--- config.mk ---
export PLATFORM = sky130hd
export DESIGN_NAME = cet_timer
export DESIGN_NICKNAME = d
export VERILOG_FILES = /design/src/logic/cet_timer.v
export VERILOG_INCLUDE_DIRS = /design/src /design/src/logic
export SDC_FILE = /design/constraint.sdc
export NUM_CORES = 1
export LEC_CHECK = 0
export ABC_CLOCK_PERIOD_IN_PS = 7500
export BUFFER_PORTS_ARGS = -buffer_cell sky130_fd_sc_hd__buf_2
export CORE_ASPECT_RATIO = 0.9
export CORE_MARGIN = 1.5
export CORE_UTILIZATION = 30
export DETAILED_ROUTE_END_ITERATION = 10
export SYNTH_ARGS = -nofsm -noshare
export SYNTH_HDL_FRONTEND = slang
export SYNTH_SLANG_ARGS = --single-unit
export TNS_END_PERCENT = 30
--- constraint.sdc ---
create_clock -name clk_in -period 7.5 [get_ports clk_in]
set_input_delay 1.5 -clock clk_in [delete_from_list [all_inputs] [get_ports clk_in]]
set_output_delay 1.5 -clock clk_in [all_outputs]
set_load 0.03 [all_outputs]
--- src/logic/cet_map.vh ---
// Constants for the cascadable 8-bit timer block: register map, field positions and encodings.
// Assumes a word-addressed Avalon-MM slave with 32-bit data; registers use the low byte.
`ifndef CET_MAP_VH
`define CET_MAP_VH

// Word address layout: per-channel registers at channel*8 + register index.
`define CET_ADDR_W 6
`define CET_CHAN_MSB 5
`define CET_CHAN_LSB 3
`define CET_REG_MSB 2
`define CET_REG_LSB 0
`define CET_CHAN_COUNT 3'h6
`define CET_REG_COUNT 3'h0
`define CET_REG_REF_A 3'h1
`define CET_REG_REF_B 3'h2
`define CET_REG_CTRL 3'h3
`define CET_REG_CTRL_STATUS 3'h4
`define CET_ADDR_YX_CASCADE 6'h30
`define CET_ADDR_BA_CASCADE 6'h31
`define CET_ADDR_RISE_YX 6'h32
`define CET_ADDR_FALL_YX 6'h33
`define CET_ADDR_RISE_BA 6'h34
`define CET_ADDR_FALL_BA 6'h35

// Timer control register fields.
`define CET_CKS_MSB 2
`define CET_CKS_LSB 0
`define CET_CLR_MSB 4
`define CET_CLR_LSB 3
// Control/status register fields.
`define CET_OS_MSB 3
`define CET_OS_LSB 0
`define CET_OS_A_MSB 1
`define CET_OS_A_LSB 0
`define CET_OS_B_MSB 3
`define CET_OS_B_LSB 2
`define CET_FLAG_OVF 5
`define CET_FLAG_A 6
`define CET_FLAG_B 7
// Cascade control register fields.
`define CET_CASC_ARM 3
`define CET_CASC_UPPER 4
`define CET_CASC_LOWER 5

// Clock select encodings.
`define CET_CKS_STOP 3'h0
`define CET_CKS_DIV8 3'h1
`define CET_CKS_DIV64 3'h2
`define CET_CKS_DIV8192 3'h3
`define CET_CKS_CASCADE 3'h4
`define CET_CKS_EXT_RISE 3'h5
`define CET_CKS_EXT_FALL 3'h6
`define CET_CKS_EXT_BOTH 3'h7
// Counter clear select encodings.
`define CET_CLR_NONE 2'h0
`define CET_CLR_MATCH_A 2'h1
`define CET_CLR_MATCH_B 2'h2
`define CET_CLR_EXT 2'h3
// Output action encodings; a larger code has higher priority.
`define CET_OUT_KEEP 2'h0
`define CET_OUT_LOW 2'h1
`define CET_OUT_HIGH 2'h2
`define CET_OUT_TOGGLE 2'h3

// Prescaler.
`define CET_PRE_W 13
`define CET_PRE_RESET 13'h0000
`define CET_PRE_STEP 13'h0001
`define CET_PRE_MASK8 13'h0007
`define CET_PRE_MASK64 13'h003f
`define CET_PRE_MASK8192 13'h1fff

// Values.
`define CET_COUNT_RESET 8'h00
`define CET_COUNT_MAX 8'hff
`define CET_COUNT_STEP 8'h01
`define CET_REF_RESET 8'hff
`define CET_CTRL_RESET 5'h00
`define CET_OS_RESET 4'h0
`define CET_BYTE_ZERO 8'h00
`define CET_RD_PAD 24'h000000

`endif

--- src/logic/cet_timer.v ---
// Six 8-bit compare timers in three cascadable pairs, with an Avalon-MM register slave.
// Assumes one 100 MHz clock; all timer pins are asynchronous and are synchronised here.
//
// The implementer's own choices: the Avalon-MM register port and the register addresses.
`timescale 1ns/100ps
`default_nettype none
`include "cet_map.vh"

// Behaviour
// - Clear select high 0, low 1 clears the counter on match A.
// - Output select 0110 drives output high on match A, low on match B.
// - Match flags A and B set when counter equals the reference register.
// - Match pulse fires at the count clock that leaves the equal value.
// - Each match pulse toggles, sets, clears or keeps the output per select field.
// - Clear select bits choose counter clear on match A or match B.
// - External reset rising edge clears counter; pulse must last 1.5 states.
// - Overflow flag sets when the counter wraps from all ones to zero.
// - Clock select 100 in channel zero or one cascades that pair.
// - Channel zero at 100 makes one 16-bit counter, zero upper, one lower.
// - Zero/one 16-bit: zero flags on full match, one flags on low byte.
// - Zero/one 16-bit: zero's clear clears both bytes; one's clear ignored.
// - Zero/one 16-bit: zero's pin follows full match, one's pin low byte.
// - Channel one at 100 counts channel zero match A events.
// - Upper yx at 100 with its cascade bit forms 16-bit counter, yx.
// - Yx 16-bit: upper clears only upper byte; flags and pins bytewise.
// - Yx 16-bit: lower yx channel's own clear settings still clear lower byte.
// - Lower yx at 100 with its cascade bit counts upper yx match A.
// - Falling after rising on lower yx capture input copies count into both captures.
// - Upper ba at 100 with its cascade bit forms 16-bit counter, ba.
// - Ba 16-bit: upper clears only upper byte; lower still clears; bytewise flags.
// - Lower ba at 100 with its cascade bit counts upper ba match A.
// - Capture arm enables one ba pulse capture, then hardware clears the arm.
module cet_timer (
	// Clock and reset
	input wire clk_in,
	input wire reset_in,
	// Avalon-MM slave
	input wire [`CET_ADDR_W-1:0] avs_address_in,
	input wire avs_read_in,
	input wire avs_write_in,
	input wire [31:0] avs_writedata_in,
	input wire [3:0] avs_byteenable_in,
	output wire [31:0] avs_readdata_out,
	output wire avs_waitrequest_out,
	// Timer pins
	input wire [5:0] ext_clock_in,
	input wire ext_reset_pin_zero_in,
	input wire ext_reset_pin_upper_yx_in,
	input wire ext_reset_pin_upper_ba_in,
	input wire capture_input_lower_yx_in,
	input wire capture_input_lower_ba_in,
	output wire out_pin_zero_out,
	output wire out_pin_one_out,
	output wire out_pin_upper_yx_out,
	output wire out_pin_lower_yx_out,
	output wire out_pin_upper_ba_out,
	output wire out_pin_lower_ba_out
);

	// Channel state: 0 zero, 1 one, 2 upper yx, 3 lower yx, 4 upper ba, 5 lower ba.
	reg [7:0] count_reg_q [0:5];
	reg [7:0] reference_a_reg_q [0:5];
	reg [7:0] reference_b_reg_q [0:5];
	reg [4:0] timer_ctrl_reg_q [0:5];
	reg [3:0] output_select_field_q [0:5];
	reg [5:0] match_a_flag_q;
	reg [5:0] match_b_flag_q;
	reg [5:0] overflow_flag_q;
	reg [5:0] out_pin_q;
	// Cascade control and capture; index 0 is yx, 1 is ba.
	reg [1:0] upper_cascade_sel_q;
	reg [1:0] lower_cascade_sel_q;
	reg [1:0] capture_arm_q;
	reg [1:0] rise_seen_q;
	reg [7:0] rise_capture_reg_q [0:1];
	reg [7:0] fall_capture_reg_q [0:1];
	reg [`CET_PRE_W-1:0] prescale_q;
	// Pin synchronisers: bit 5..0 ext clocks, 6 reset zero, 7 reset yx, 8 capture yx, 9 reset ba, 10 capture ba.
	reg [10:0] pin_s1_q;
	reg [10:0] pin_s2_q;
	reg [10:0] pin_s3_q;
	// Bus slave.
	reg waitrequest_q;
	reg [7:0] readdata_q;

	wire [10:0] pin_rise;
	wire [10:0] pin_fall;
	wire [5:0] ext_reset_rise;
	wire [2:0] upper_sel_all;
	wire [2:0] lower_sel_all;
	wire bus_wr;
	wire [2:0] wr_chan;
	wire [2:0] wr_reg;

	reg [5:0] own_tick;
	reg [5:0] tick;
	reg [5:0] match_a;
	reg [5:0] match_b;
	reg [5:0] clear;
	reg [5:0] wrap;
	reg mode16;
	reg match_count;
	reg [7:0] rd_byte;
	integer i;
	integer p;
	integer h;
	integer l;
	// Each process owns its loop index so no variable has two drivers.
	integer j;
	integer k;

	function src_tick;
		input [2:0] cks;
		input [`CET_PRE_W-1:0] pre;
		input rise;
		input fall;
		begin
			case (cks)
			`CET_CKS_DIV8: src_tick = (pre & `CET_PRE_MASK8) == `CET_PRE_MASK8;
			`CET_CKS_DIV64: src_tick = (pre & `CET_PRE_MASK64) == `CET_PRE_MASK64;
			`CET_CKS_DIV8192: src_tick = (pre & `CET_PRE_MASK8192) == `CET_PRE_MASK8192;
			`CET_CKS_EXT_RISE: src_tick = rise;
			`CET_CKS_EXT_FALL: src_tick = fall;
			`CET_CKS_EXT_BOTH: src_tick = rise | fall;
			default: src_tick = 1'b0;
			endcase
		end
	endfunction

	function clear_hit;
		input [1:0] sel;
		input ma;
		input mb;
		input ext;
		begin
			clear_hit = ((sel == `CET_CLR_MATCH_A) & ma) | ((sel == `CET_CLR_MATCH_B) & mb) |
				((sel == `CET_CLR_EXT) & ext);
		end
	endfunction

	// Picks the action with the larger code when A and B coincide.
	function [1:0] out_action;
		input [3:0] os;
		input ma;
		input mb;
		reg [1:0] act_a;
		reg [1:0] act_b;
		begin
			act_a = ma ? os[`CET_OS_A_MSB:`CET_OS_A_LSB] : `CET_OUT_KEEP;
			act_b = mb ? os[`CET_OS_B_MSB:`CET_OS_B_LSB] : `CET_OUT_KEEP;
			out_action = (act_a > act_b) ? act_a : act_b;
		end
	endfunction

	// Edge detection reads only the second and third stages; the first stage may be metastable.
	assign pin_rise = pin_s2_q & ~pin_s3_q;
	assign pin_fall = ~pin_s2_q & pin_s3_q;
	// Channel one has no reset pin; the lower channels share their capture pins as reset.
	assign ext_reset_rise = {pin_rise[10], pin_rise[9], pin_rise[8], pin_rise[7], 1'b0, pin_rise[6]};
	assign upper_sel_all = {upper_cascade_sel_q, 1'b1};
	assign lower_sel_all = {lower_cascade_sel_q, 1'b1};
	assign bus_wr = avs_write_in & ~waitrequest_q & avs_byteenable_in[0];
	assign wr_chan = avs_address_in[`CET_CHAN_MSB:`CET_CHAN_LSB];
	assign wr_reg = avs_address_in[`CET_REG_MSB:`CET_REG_LSB];

	// Count, match and clear events for the three pairs.
	always @* begin
		own_tick = 6'h00;
		tick = 6'h00;
		match_a = 6'h00;
		match_b = 6'h00;
		clear = 6'h00;
		wrap = 6'h00;
		mode16 = 1'b0;
		match_count = 1'b0;
		for (k = 0; k < 6; k = k + 1) begin
			own_tick[k] = src_tick(timer_ctrl_reg_q[k][`CET_CKS_MSB:`CET_CKS_LSB], prescale_q,
				pin_rise[k], pin_fall[k]);
		end
		for (p = 0; p < 3; p = p + 1) begin
			h = 2 * p;
			l = 2 * p + 1;
			mode16 = (timer_ctrl_reg_q[h][`CET_CKS_MSB:`CET_CKS_LSB] == `CET_CKS_CASCADE) &
				upper_sel_all[p];
			match_count = (timer_ctrl_reg_q[l][`CET_CKS_MSB:`CET_CKS_LSB] == `CET_CKS_CASCADE) &
				lower_sel_all[p];
			if (mode16 && match_count) begin
				// Both modes at once starve both counters of clocks.
				clear[h] = clear_hit(timer_ctrl_reg_q[h][`CET_CLR_MSB:`CET_CLR_LSB], 1'b0, 1'b0,
					ext_reset_rise[h]);
				clear[l] = clear_hit(timer_ctrl_reg_q[l][`CET_CLR_MSB:`CET_CLR_LSB], 1'b0, 1'b0,
					ext_reset_rise[l]);
			end else if (mode16) begin
				tick[l] = own_tick[l];
				match_a[l] = tick[l] & (count_reg_q[l] == reference_a_reg_q[l]);
				match_b[l] = tick[l] & (count_reg_q[l] == reference_b_reg_q[l]);
				if (p == 0) begin
					match_a[h] = tick[l] & ({count_reg_q[h], count_reg_q[l]} ==
						{reference_a_reg_q[h], reference_a_reg_q[l]});
					match_b[h] = tick[l] & ({count_reg_q[h], count_reg_q[l]} ==
						{reference_b_reg_q[h], reference_b_reg_q[l]});
					clear[h] = clear_hit(timer_ctrl_reg_q[h][`CET_CLR_MSB:`CET_CLR_LSB], match_a[h],
						match_b[h], ext_reset_rise[h]);
					clear[l] = clear[h];
					tick[h] = tick[l] & (count_reg_q[l] == `CET_COUNT_MAX) & ~clear[l];
				end else begin
					clear[l] = clear_hit(timer_ctrl_reg_q[l][`CET_CLR_MSB:`CET_CLR_LSB], match_a[l],
						match_b[l], ext_reset_rise[l]);
					tick[h] = tick[l] & (count_reg_q[l] == `CET_COUNT_MAX) & ~clear[l];
					match_a[h] = tick[h] & (count_reg_q[h] == reference_a_reg_q[h]);
					match_b[h] = tick[h] & (count_reg_q[h] == reference_b_reg_q[h]);
					clear[h] = clear_hit(timer_ctrl_reg_q[h][`CET_CLR_MSB:`CET_CLR_LSB], match_a[h],
						match_b[h], ext_reset_rise[h]);
				end
			end else begin
				tick[h] = own_tick[h];
				match_a[h] = tick[h] & (count_reg_q[h] == reference_a_reg_q[h]);
				match_b[h] = tick[h] & (count_reg_q[h] == reference_b_reg_q[h]);
				clear[h] = clear_hit(timer_ctrl_reg_q[h][`CET_CLR_MSB:`CET_CLR_LSB], match_a[h],
					match_b[h], ext_reset_rise[h]);
				tick[l] = match_count ? match_a[h] : own_tick[l];
				match_a[l] = tick[l] & (count_reg_q[l] == reference_a_reg_q[l]);
				match_b[l] = tick[l] & (count_reg_q[l] == reference_b_reg_q[l]);
				clear[l] = clear_hit(timer_ctrl_reg_q[l][`CET_CLR_MSB:`CET_CLR_LSB], match_a[l],
					match_b[l], ext_reset_rise[l]);
			end
		end
		for (k = 0; k < 6; k = k + 1) begin
			wrap[k] = tick[k] & (count_reg_q[k] == `CET_COUNT_MAX) & ~clear[k];
		end
	end

	// Register read mux; unmapped addresses read as zero.
	always @* begin
		rd_byte = `CET_BYTE_ZERO;
		if (wr_chan < `CET_CHAN_COUNT) begin
			case (wr_reg)
			`CET_REG_COUNT: rd_byte = count_reg_q[wr_chan];
			`CET_REG_REF_A: rd_byte = reference_a_reg_q[wr_chan];
			`CET_REG_REF_B: rd_byte = reference_b_reg_q[wr_chan];
			`CET_REG_CTRL: rd_byte = {3'h0, timer_ctrl_reg_q[wr_chan]};
			`CET_REG_CTRL_STATUS: rd_byte = {match_b_flag_q[wr_chan], match_a_flag_q[wr_chan],
				overflow_flag_q[wr_chan], 1'b0, output_select_field_q[wr_chan]};
			default: rd_byte = `CET_BYTE_ZERO;
			endcase
		end else begin
			case (avs_address_in)
			`CET_ADDR_YX_CASCADE: rd_byte = {2'h0, lower_cascade_sel_q[0], upper_cascade_sel_q[0],
				capture_arm_q[0], 3'h0};
			`CET_ADDR_BA_CASCADE: rd_byte = {2'h0, lower_cascade_sel_q[1], upper_cascade_sel_q[1],
				capture_arm_q[1], 3'h0};
			`CET_ADDR_RISE_YX: rd_byte = rise_capture_reg_q[0];
			`CET_ADDR_FALL_YX: rd_byte = fall_capture_reg_q[0];
			`CET_ADDR_RISE_BA: rd_byte = rise_capture_reg_q[1];
			`CET_ADDR_FALL_BA: rd_byte = fall_capture_reg_q[1];
			default: rd_byte = `CET_BYTE_ZERO;
			endcase
		end
	end

	// One wait cycle per access keeps read data registered and the timing fixed.
	always @(posedge clk_in) begin
		if (reset_in) begin
			waitrequest_q <= 1'b1;
			readdata_q <= `CET_BYTE_ZERO;
		end else begin
			waitrequest_q <= ~((avs_read_in | avs_write_in) & waitrequest_q);
			if (avs_read_in && waitrequest_q) begin
				readdata_q <= rd_byte;
			end
		end
	end

	always @(posedge clk_in) begin
		if (reset_in) begin
			pin_s1_q <= 11'h000;
			pin_s2_q <= 11'h000;
			pin_s3_q <= 11'h000;
			prescale_q <= `CET_PRE_RESET;
		end else begin
			pin_s1_q <= {capture_input_lower_ba_in, ext_reset_pin_upper_ba_in, capture_input_lower_yx_in,
				ext_reset_pin_upper_yx_in, ext_reset_pin_zero_in, ext_clock_in};
			pin_s2_q <= pin_s1_q;
			pin_s3_q <= pin_s2_q;
			prescale_q <= prescale_q + `CET_PRE_STEP;
		end
	end

	// Channel registers. A clear beats a bus write, and a bus write beats a count.
	always @(posedge clk_in) begin
		for (i = 0; i < 6; i = i + 1) begin
			if (reset_in) begin
				count_reg_q[i] <= `CET_COUNT_RESET;
				reference_a_reg_q[i] <= `CET_REF_RESET;
				reference_b_reg_q[i] <= `CET_REF_RESET;
				timer_ctrl_reg_q[i] <= `CET_CTRL_RESET;
				output_select_field_q[i] <= `CET_OS_RESET;
				match_a_flag_q[i] <= 1'b0;
				match_b_flag_q[i] <= 1'b0;
				overflow_flag_q[i] <= 1'b0;
				out_pin_q[i] <= 1'b0;
			end else begin
				if (clear[i]) begin
					count_reg_q[i] <= `CET_COUNT_RESET;
				end else if (bus_wr && wr_chan == i[2:0] && wr_reg == `CET_REG_COUNT) begin
					count_reg_q[i] <= avs_writedata_in[7:0];
				end else if (tick[i]) begin
					count_reg_q[i] <= count_reg_q[i] + `CET_COUNT_STEP;
				end
				if (bus_wr && wr_chan == i[2:0] && wr_reg == `CET_REG_REF_A) begin
					reference_a_reg_q[i] <= avs_writedata_in[7:0];
				end
				if (bus_wr && wr_chan == i[2:0] && wr_reg == `CET_REG_REF_B) begin
					reference_b_reg_q[i] <= avs_writedata_in[7:0];
				end
				if (bus_wr && wr_chan == i[2:0] && wr_reg == `CET_REG_CTRL) begin
					timer_ctrl_reg_q[i] <= avs_writedata_in[`CET_CLR_MSB:`CET_CKS_LSB];
				end
				if (bus_wr && wr_chan == i[2:0] && wr_reg == `CET_REG_CTRL_STATUS) begin
					output_select_field_q[i] <= avs_writedata_in[`CET_OS_MSB:`CET_OS_LSB];
					// Flags clear on a written 0; a match in the same cycle still sets them.
					match_a_flag_q[i] <= match_a[i] | (match_a_flag_q[i] & avs_writedata_in[`CET_FLAG_A]);
					match_b_flag_q[i] <= match_b[i] | (match_b_flag_q[i] & avs_writedata_in[`CET_FLAG_B]);
					overflow_flag_q[i] <= wrap[i] | (overflow_flag_q[i] & avs_writedata_in[`CET_FLAG_OVF]);
				end else begin
					match_a_flag_q[i] <= match_a_flag_q[i] | match_a[i];
					match_b_flag_q[i] <= match_b_flag_q[i] | match_b[i];
					overflow_flag_q[i] <= overflow_flag_q[i] | wrap[i];
				end
				case (out_action(output_select_field_q[i], match_a[i], match_b[i]))
				`CET_OUT_LOW: out_pin_q[i] <= 1'b0;
				`CET_OUT_HIGH: out_pin_q[i] <= 1'b1;
				`CET_OUT_TOGGLE: out_pin_q[i] <= ~out_pin_q[i];
				default: out_pin_q[i] <= out_pin_q[i];
				endcase
			end
		end
	end

	// Cascade control and single-shot pulse capture on the lower yx and lower ba channels.
	always @(posedge clk_in) begin
		for (j = 0; j < 2; j = j + 1) begin
			if (reset_in) begin
				upper_cascade_sel_q[j] <= 1'b0;
				lower_cascade_sel_q[j] <= 1'b0;
				capture_arm_q[j] <= 1'b0;
				rise_seen_q[j] <= 1'b0;
				rise_capture_reg_q[j] <= `CET_COUNT_RESET;
				fall_capture_reg_q[j] <= `CET_COUNT_RESET;
			end else begin
				if (capture_arm_q[j] && rise_seen_q[j] && pin_fall[8 + 2 * j]) begin
					rise_capture_reg_q[j] <= count_reg_q[3 + 2 * j];
					fall_capture_reg_q[j] <= count_reg_q[3 + 2 * j];
					capture_arm_q[j] <= 1'b0;
					rise_seen_q[j] <= 1'b0;
				end else if (capture_arm_q[j] && pin_rise[8 + 2 * j]) begin
					rise_seen_q[j] <= 1'b1;
				end else if (!capture_arm_q[j]) begin
					rise_seen_q[j] <= 1'b0;
				end
				// A write re-arms even in the cycle the previous capture completes.
				if (bus_wr && avs_address_in == (j == 0 ? `CET_ADDR_YX_CASCADE : `CET_ADDR_BA_CASCADE)) begin
					upper_cascade_sel_q[j] <= avs_writedata_in[`CET_CASC_UPPER];
					lower_cascade_sel_q[j] <= avs_writedata_in[`CET_CASC_LOWER];
					capture_arm_q[j] <= avs_writedata_in[`CET_CASC_ARM];
				end
			end
		end
	end

	assign avs_readdata_out = {`CET_RD_PAD, readdata_q};
	assign avs_waitrequest_out = waitrequest_q;
	assign out_pin_zero_out = out_pin_q[0];
	assign out_pin_one_out = out_pin_q[1];
	assign out_pin_upper_yx_out = out_pin_q[2];
	assign out_pin_lower_yx_out = out_pin_q[3];
	assign out_pin_upper_ba_out = out_pin_q[4];
	assign out_pin_lower_ba_out = out_pin_q[5];

endmodule // cet_timer
`default_nettype wire

==> flow_metrics.tcl <==
set metrics [dict create \
    slew_headroom 0.112 \
    clock.fmax_ghz 0.232 \
    drive_above_1_share 0.106 \
    final_cell_area_um2 18800 \
    grt_max_degree 57 \
    crit_fanout 40 \
    crit_required_ns 7.71 \
    yosysSeqAreaShare 0.482 \
    post-route-util 0.338 \
    nets 1696 \
    ys_ff_latch 301 \
    grt_pass1_wl_um 83300 \
    total_power_mw 3.95 \
    syn-cell-area_um2 16900 \
    postCtsHoldBufs 0 \
    status "complete, no violations" \
    grt_pass1_vias 12700 \
    ant_nets 0 \
    timing.rr.start "prescale_q[0]" \
    ys_warn_count 0 \
    finalCritPeriodShare 0.574 \
    synth_cell_types 76 \
    gp_congestion 0.959 \
    crit_chain "buf_4 -> buf_4 -> nor2_1 -> nand2_1 -> o21ai_1 -> or4_1" \
    synth_cells 1630 \
    max-clock-path-buffers 3 \
    routed_wirelength_um 56500 \
    wl_per_cell_um 23.7 \
    dr.pass1.iters 6 \
    async_flop_share 0 \
    grt-busiest-layer "met2" \
    critPathCapture "count_reg_q[0][1]" \
    grt_use_met3 0.0397 \
    dpl_cell_area_um2 17600 \
    power.density_nw_per_um2 210 \
    vias 13300 \
    avgSynthCellArea_um2 10.4 \
    fillCellCount 5567 \
    finalSetupViolCount 0 \
    clk_pin_slew_ns 0.06 \
    coreArea_um2 55700 \
    leakage_nw 5.95 \
    grt.met2_usage 0.302 \
    port_buffers 44 \
    final_cell_mix "214 x edfxtp_1, 123 x nand2_1, 116 x nand3_1" \
    globalRouteMet1Util 0.265 \
    timing.rr.end "out_pin_q[3]" \
    crit_path_end_kind "flip-flop" \
    cts_tree "yes" \
    tightestPinTransition_ns 1.32 \
    fp.dieW_um 253 \
    rr_worst_depth 14 \
    cts_buffers 35 \
    route.detailed.drc 0 \
    r2r_setup_slack_ns 3.43 \
    irDropWorstVdd_v 0.000123 \
    clock-skew-final_ns 0.0206 \
    antenna_found_initial 4 \
    timing.final.crit_period_ns 4.30 \
    cts_max_level 2 \
    start_util 0.304 \
    maxSlewViolCount 0 \
    fp.dieH_um 228 \
    hpwl_um 40900 \
    grt_usage 0.193 \
    synth_edf_count 214 \
    worst_path_most_repeated_cell "buf_4" \
    worstSetupStartpointType "input port" \
    final_common_cell "edfxtp_1" \
    rows 82 \
    fin_tns_setup_ns 0 \
    drt-initial-drc-count 1593 \
    cap_violations 0 \
    hold_violations 0 \
    clk_latency_ns 0.54 \
    critPathMaxStageDelay_ns 0.77 \
    startpoint "avs_address_in[3]" \
    gr-total-overflow 0 \
    ctsResizeCount 0 \
    die_area_um2 57900 \
    area.growth.synth_to_final_pct 11.2 \
    arrival_ns 4.51 \
    clock-sinks 301 \
    post-cts-setup-buffers 0 \
    critPathKind "input port to flip-flop" \
    io_pins 96 \
    rsz0062_at_grt "false" \
    antenna_cells 0 \
    vias_per_cell 5.57 \
    synthFlopType "edfxtp_1" \
    cp_slowest_cell "or4_1" \
    clockRootBuffer "clkbuf_16" \
    hold_path_class "flip-flop to flip-flop" \
]
-- cell families after synthesis --
group,after synthesis,synth area share
and+or+nand+nor,584,0.178
DFF,301,0.482
AOI/OAI and AO/OA,277,0.109
buffers and inverters,202,0.0517
xor gates and xnor gates,142,0.0735
muxes,85,0.0770
adders and majority gates,38,0.0281
other,1,0.000222
-- power by group --
group | internal, mW | switching (mW)
logic | 0.0929 | 0.214
clock network | 1.05 | 0.708
registers | 1.82 | 0.0657
-- how the worst min path moves through the flow --
stage                           start          end  slack [ns]  cells past startpoint
after floorplan           pin_s1_q[0]  pin_s2_q[0]        0.41                      1
after global placement    pin_s1_q[2]  pin_s2_q[2]        0.43                      1
after detailed placement  pin_s1_q[2]  pin_s2_q[2]        0.43                      1
after CTS                 pin_s1_q[2]  pin_s2_q[2]        0.44                      1
after global routing      pin_s1_q[2]  pin_s2_q[2]        0.46                      1
final                     pin_s1_q[2]  pin_s2_q[2]        0.44                      1
-- state kept, by name, summed over array words and instances, names as in the netlist, 6 cells and up --
register and cells:
match_a_flag_q 6, match_b_flag_q 6, out_pin_q 6, pin_s2_q 11, prescale_q 13, reference_a_reg_q 48
reference_b_reg_q 48, overflow_flag_q 6, readdata_q 8, rise_capture_reg_q 16, timer_ctrl_reg_q 30, count_reg_q 48
pin_s1_q 11, output_select_field_q 24, pin_s3_q 11
-- per-layer routing --
layer	up-vias	share of wire
met5	-	0.00062
met4	6	0.032
met3	112	0.10
met2	684	0.46
met1	6574	0.41
li1	5907	-
-- worst max-delay path: cells and delay by family --
family,cells,cell delay (ns)
and+or+nand+nor,3,1.46
buffers and inverters,2,1.10
AOI/OAI and AO/OA,1,0.39
-- through the flow --
step                      setup slack, ns  hold WS [ns]  std cells
after floorplan                      3.77         0.414       1653
after global placement               2.73         0.435       2319
after detailed placement             2.72         0.432       2319
after CTS                            3.28         0.443       2383
after global routing                 3.03         0.460       2384
final                                3.20         0.438       2384
-- layout make-up --
cell class | instances | area, um2 | share of cell area
clock buffers | 44 | 992 | 0.0527
clock inverters | 20 | 203 | 0.0108
inverters | 54 | 203 | 0.0108
multi-input cells | 1150 | 7980 | 0.424
flip-flops and latches | 301 | 8170 | 0.434
well taps | 756 | 946 | 0.0502
repair buffers | 59 | 335 | 0.0178
-- cells in the mapped netlist, types with 25 or more instances --
| cell | n | area, um2 |
|---|---|---|
| edfxtp_1 | 214 | 6430 |
| nand2_1 | 123 | 462 |
| nand3_1 | 116 | 581 |
| xnor2_1 | 105 | 920 |
| clkbuf_1 | 104 | 390 |
| dfxtp_1 | 87 | 1740 |
| nor2_1 | 77 | 289 |
| o21ai_0 | 70 | 350 |
| a21oi_1 | 60 | 300 |
| inv_1 | 52 | 195 |
| nor2b_1 | 49 | 307 |
| nor3_1 | 49 | 245 |
| mux2i_1 | 47 | 470 |
| nor4_1 | 41 | 257 |
| ha_1 | 38 | 475 |
| xor2_1 | 37 | 324 |
| mux4_2 | 36 | 811 |
| and2_1 | 31 | 194 |
| nand4_1 | 25 | 156 |
Note: power is estimated with default switching activity, not from simulation.
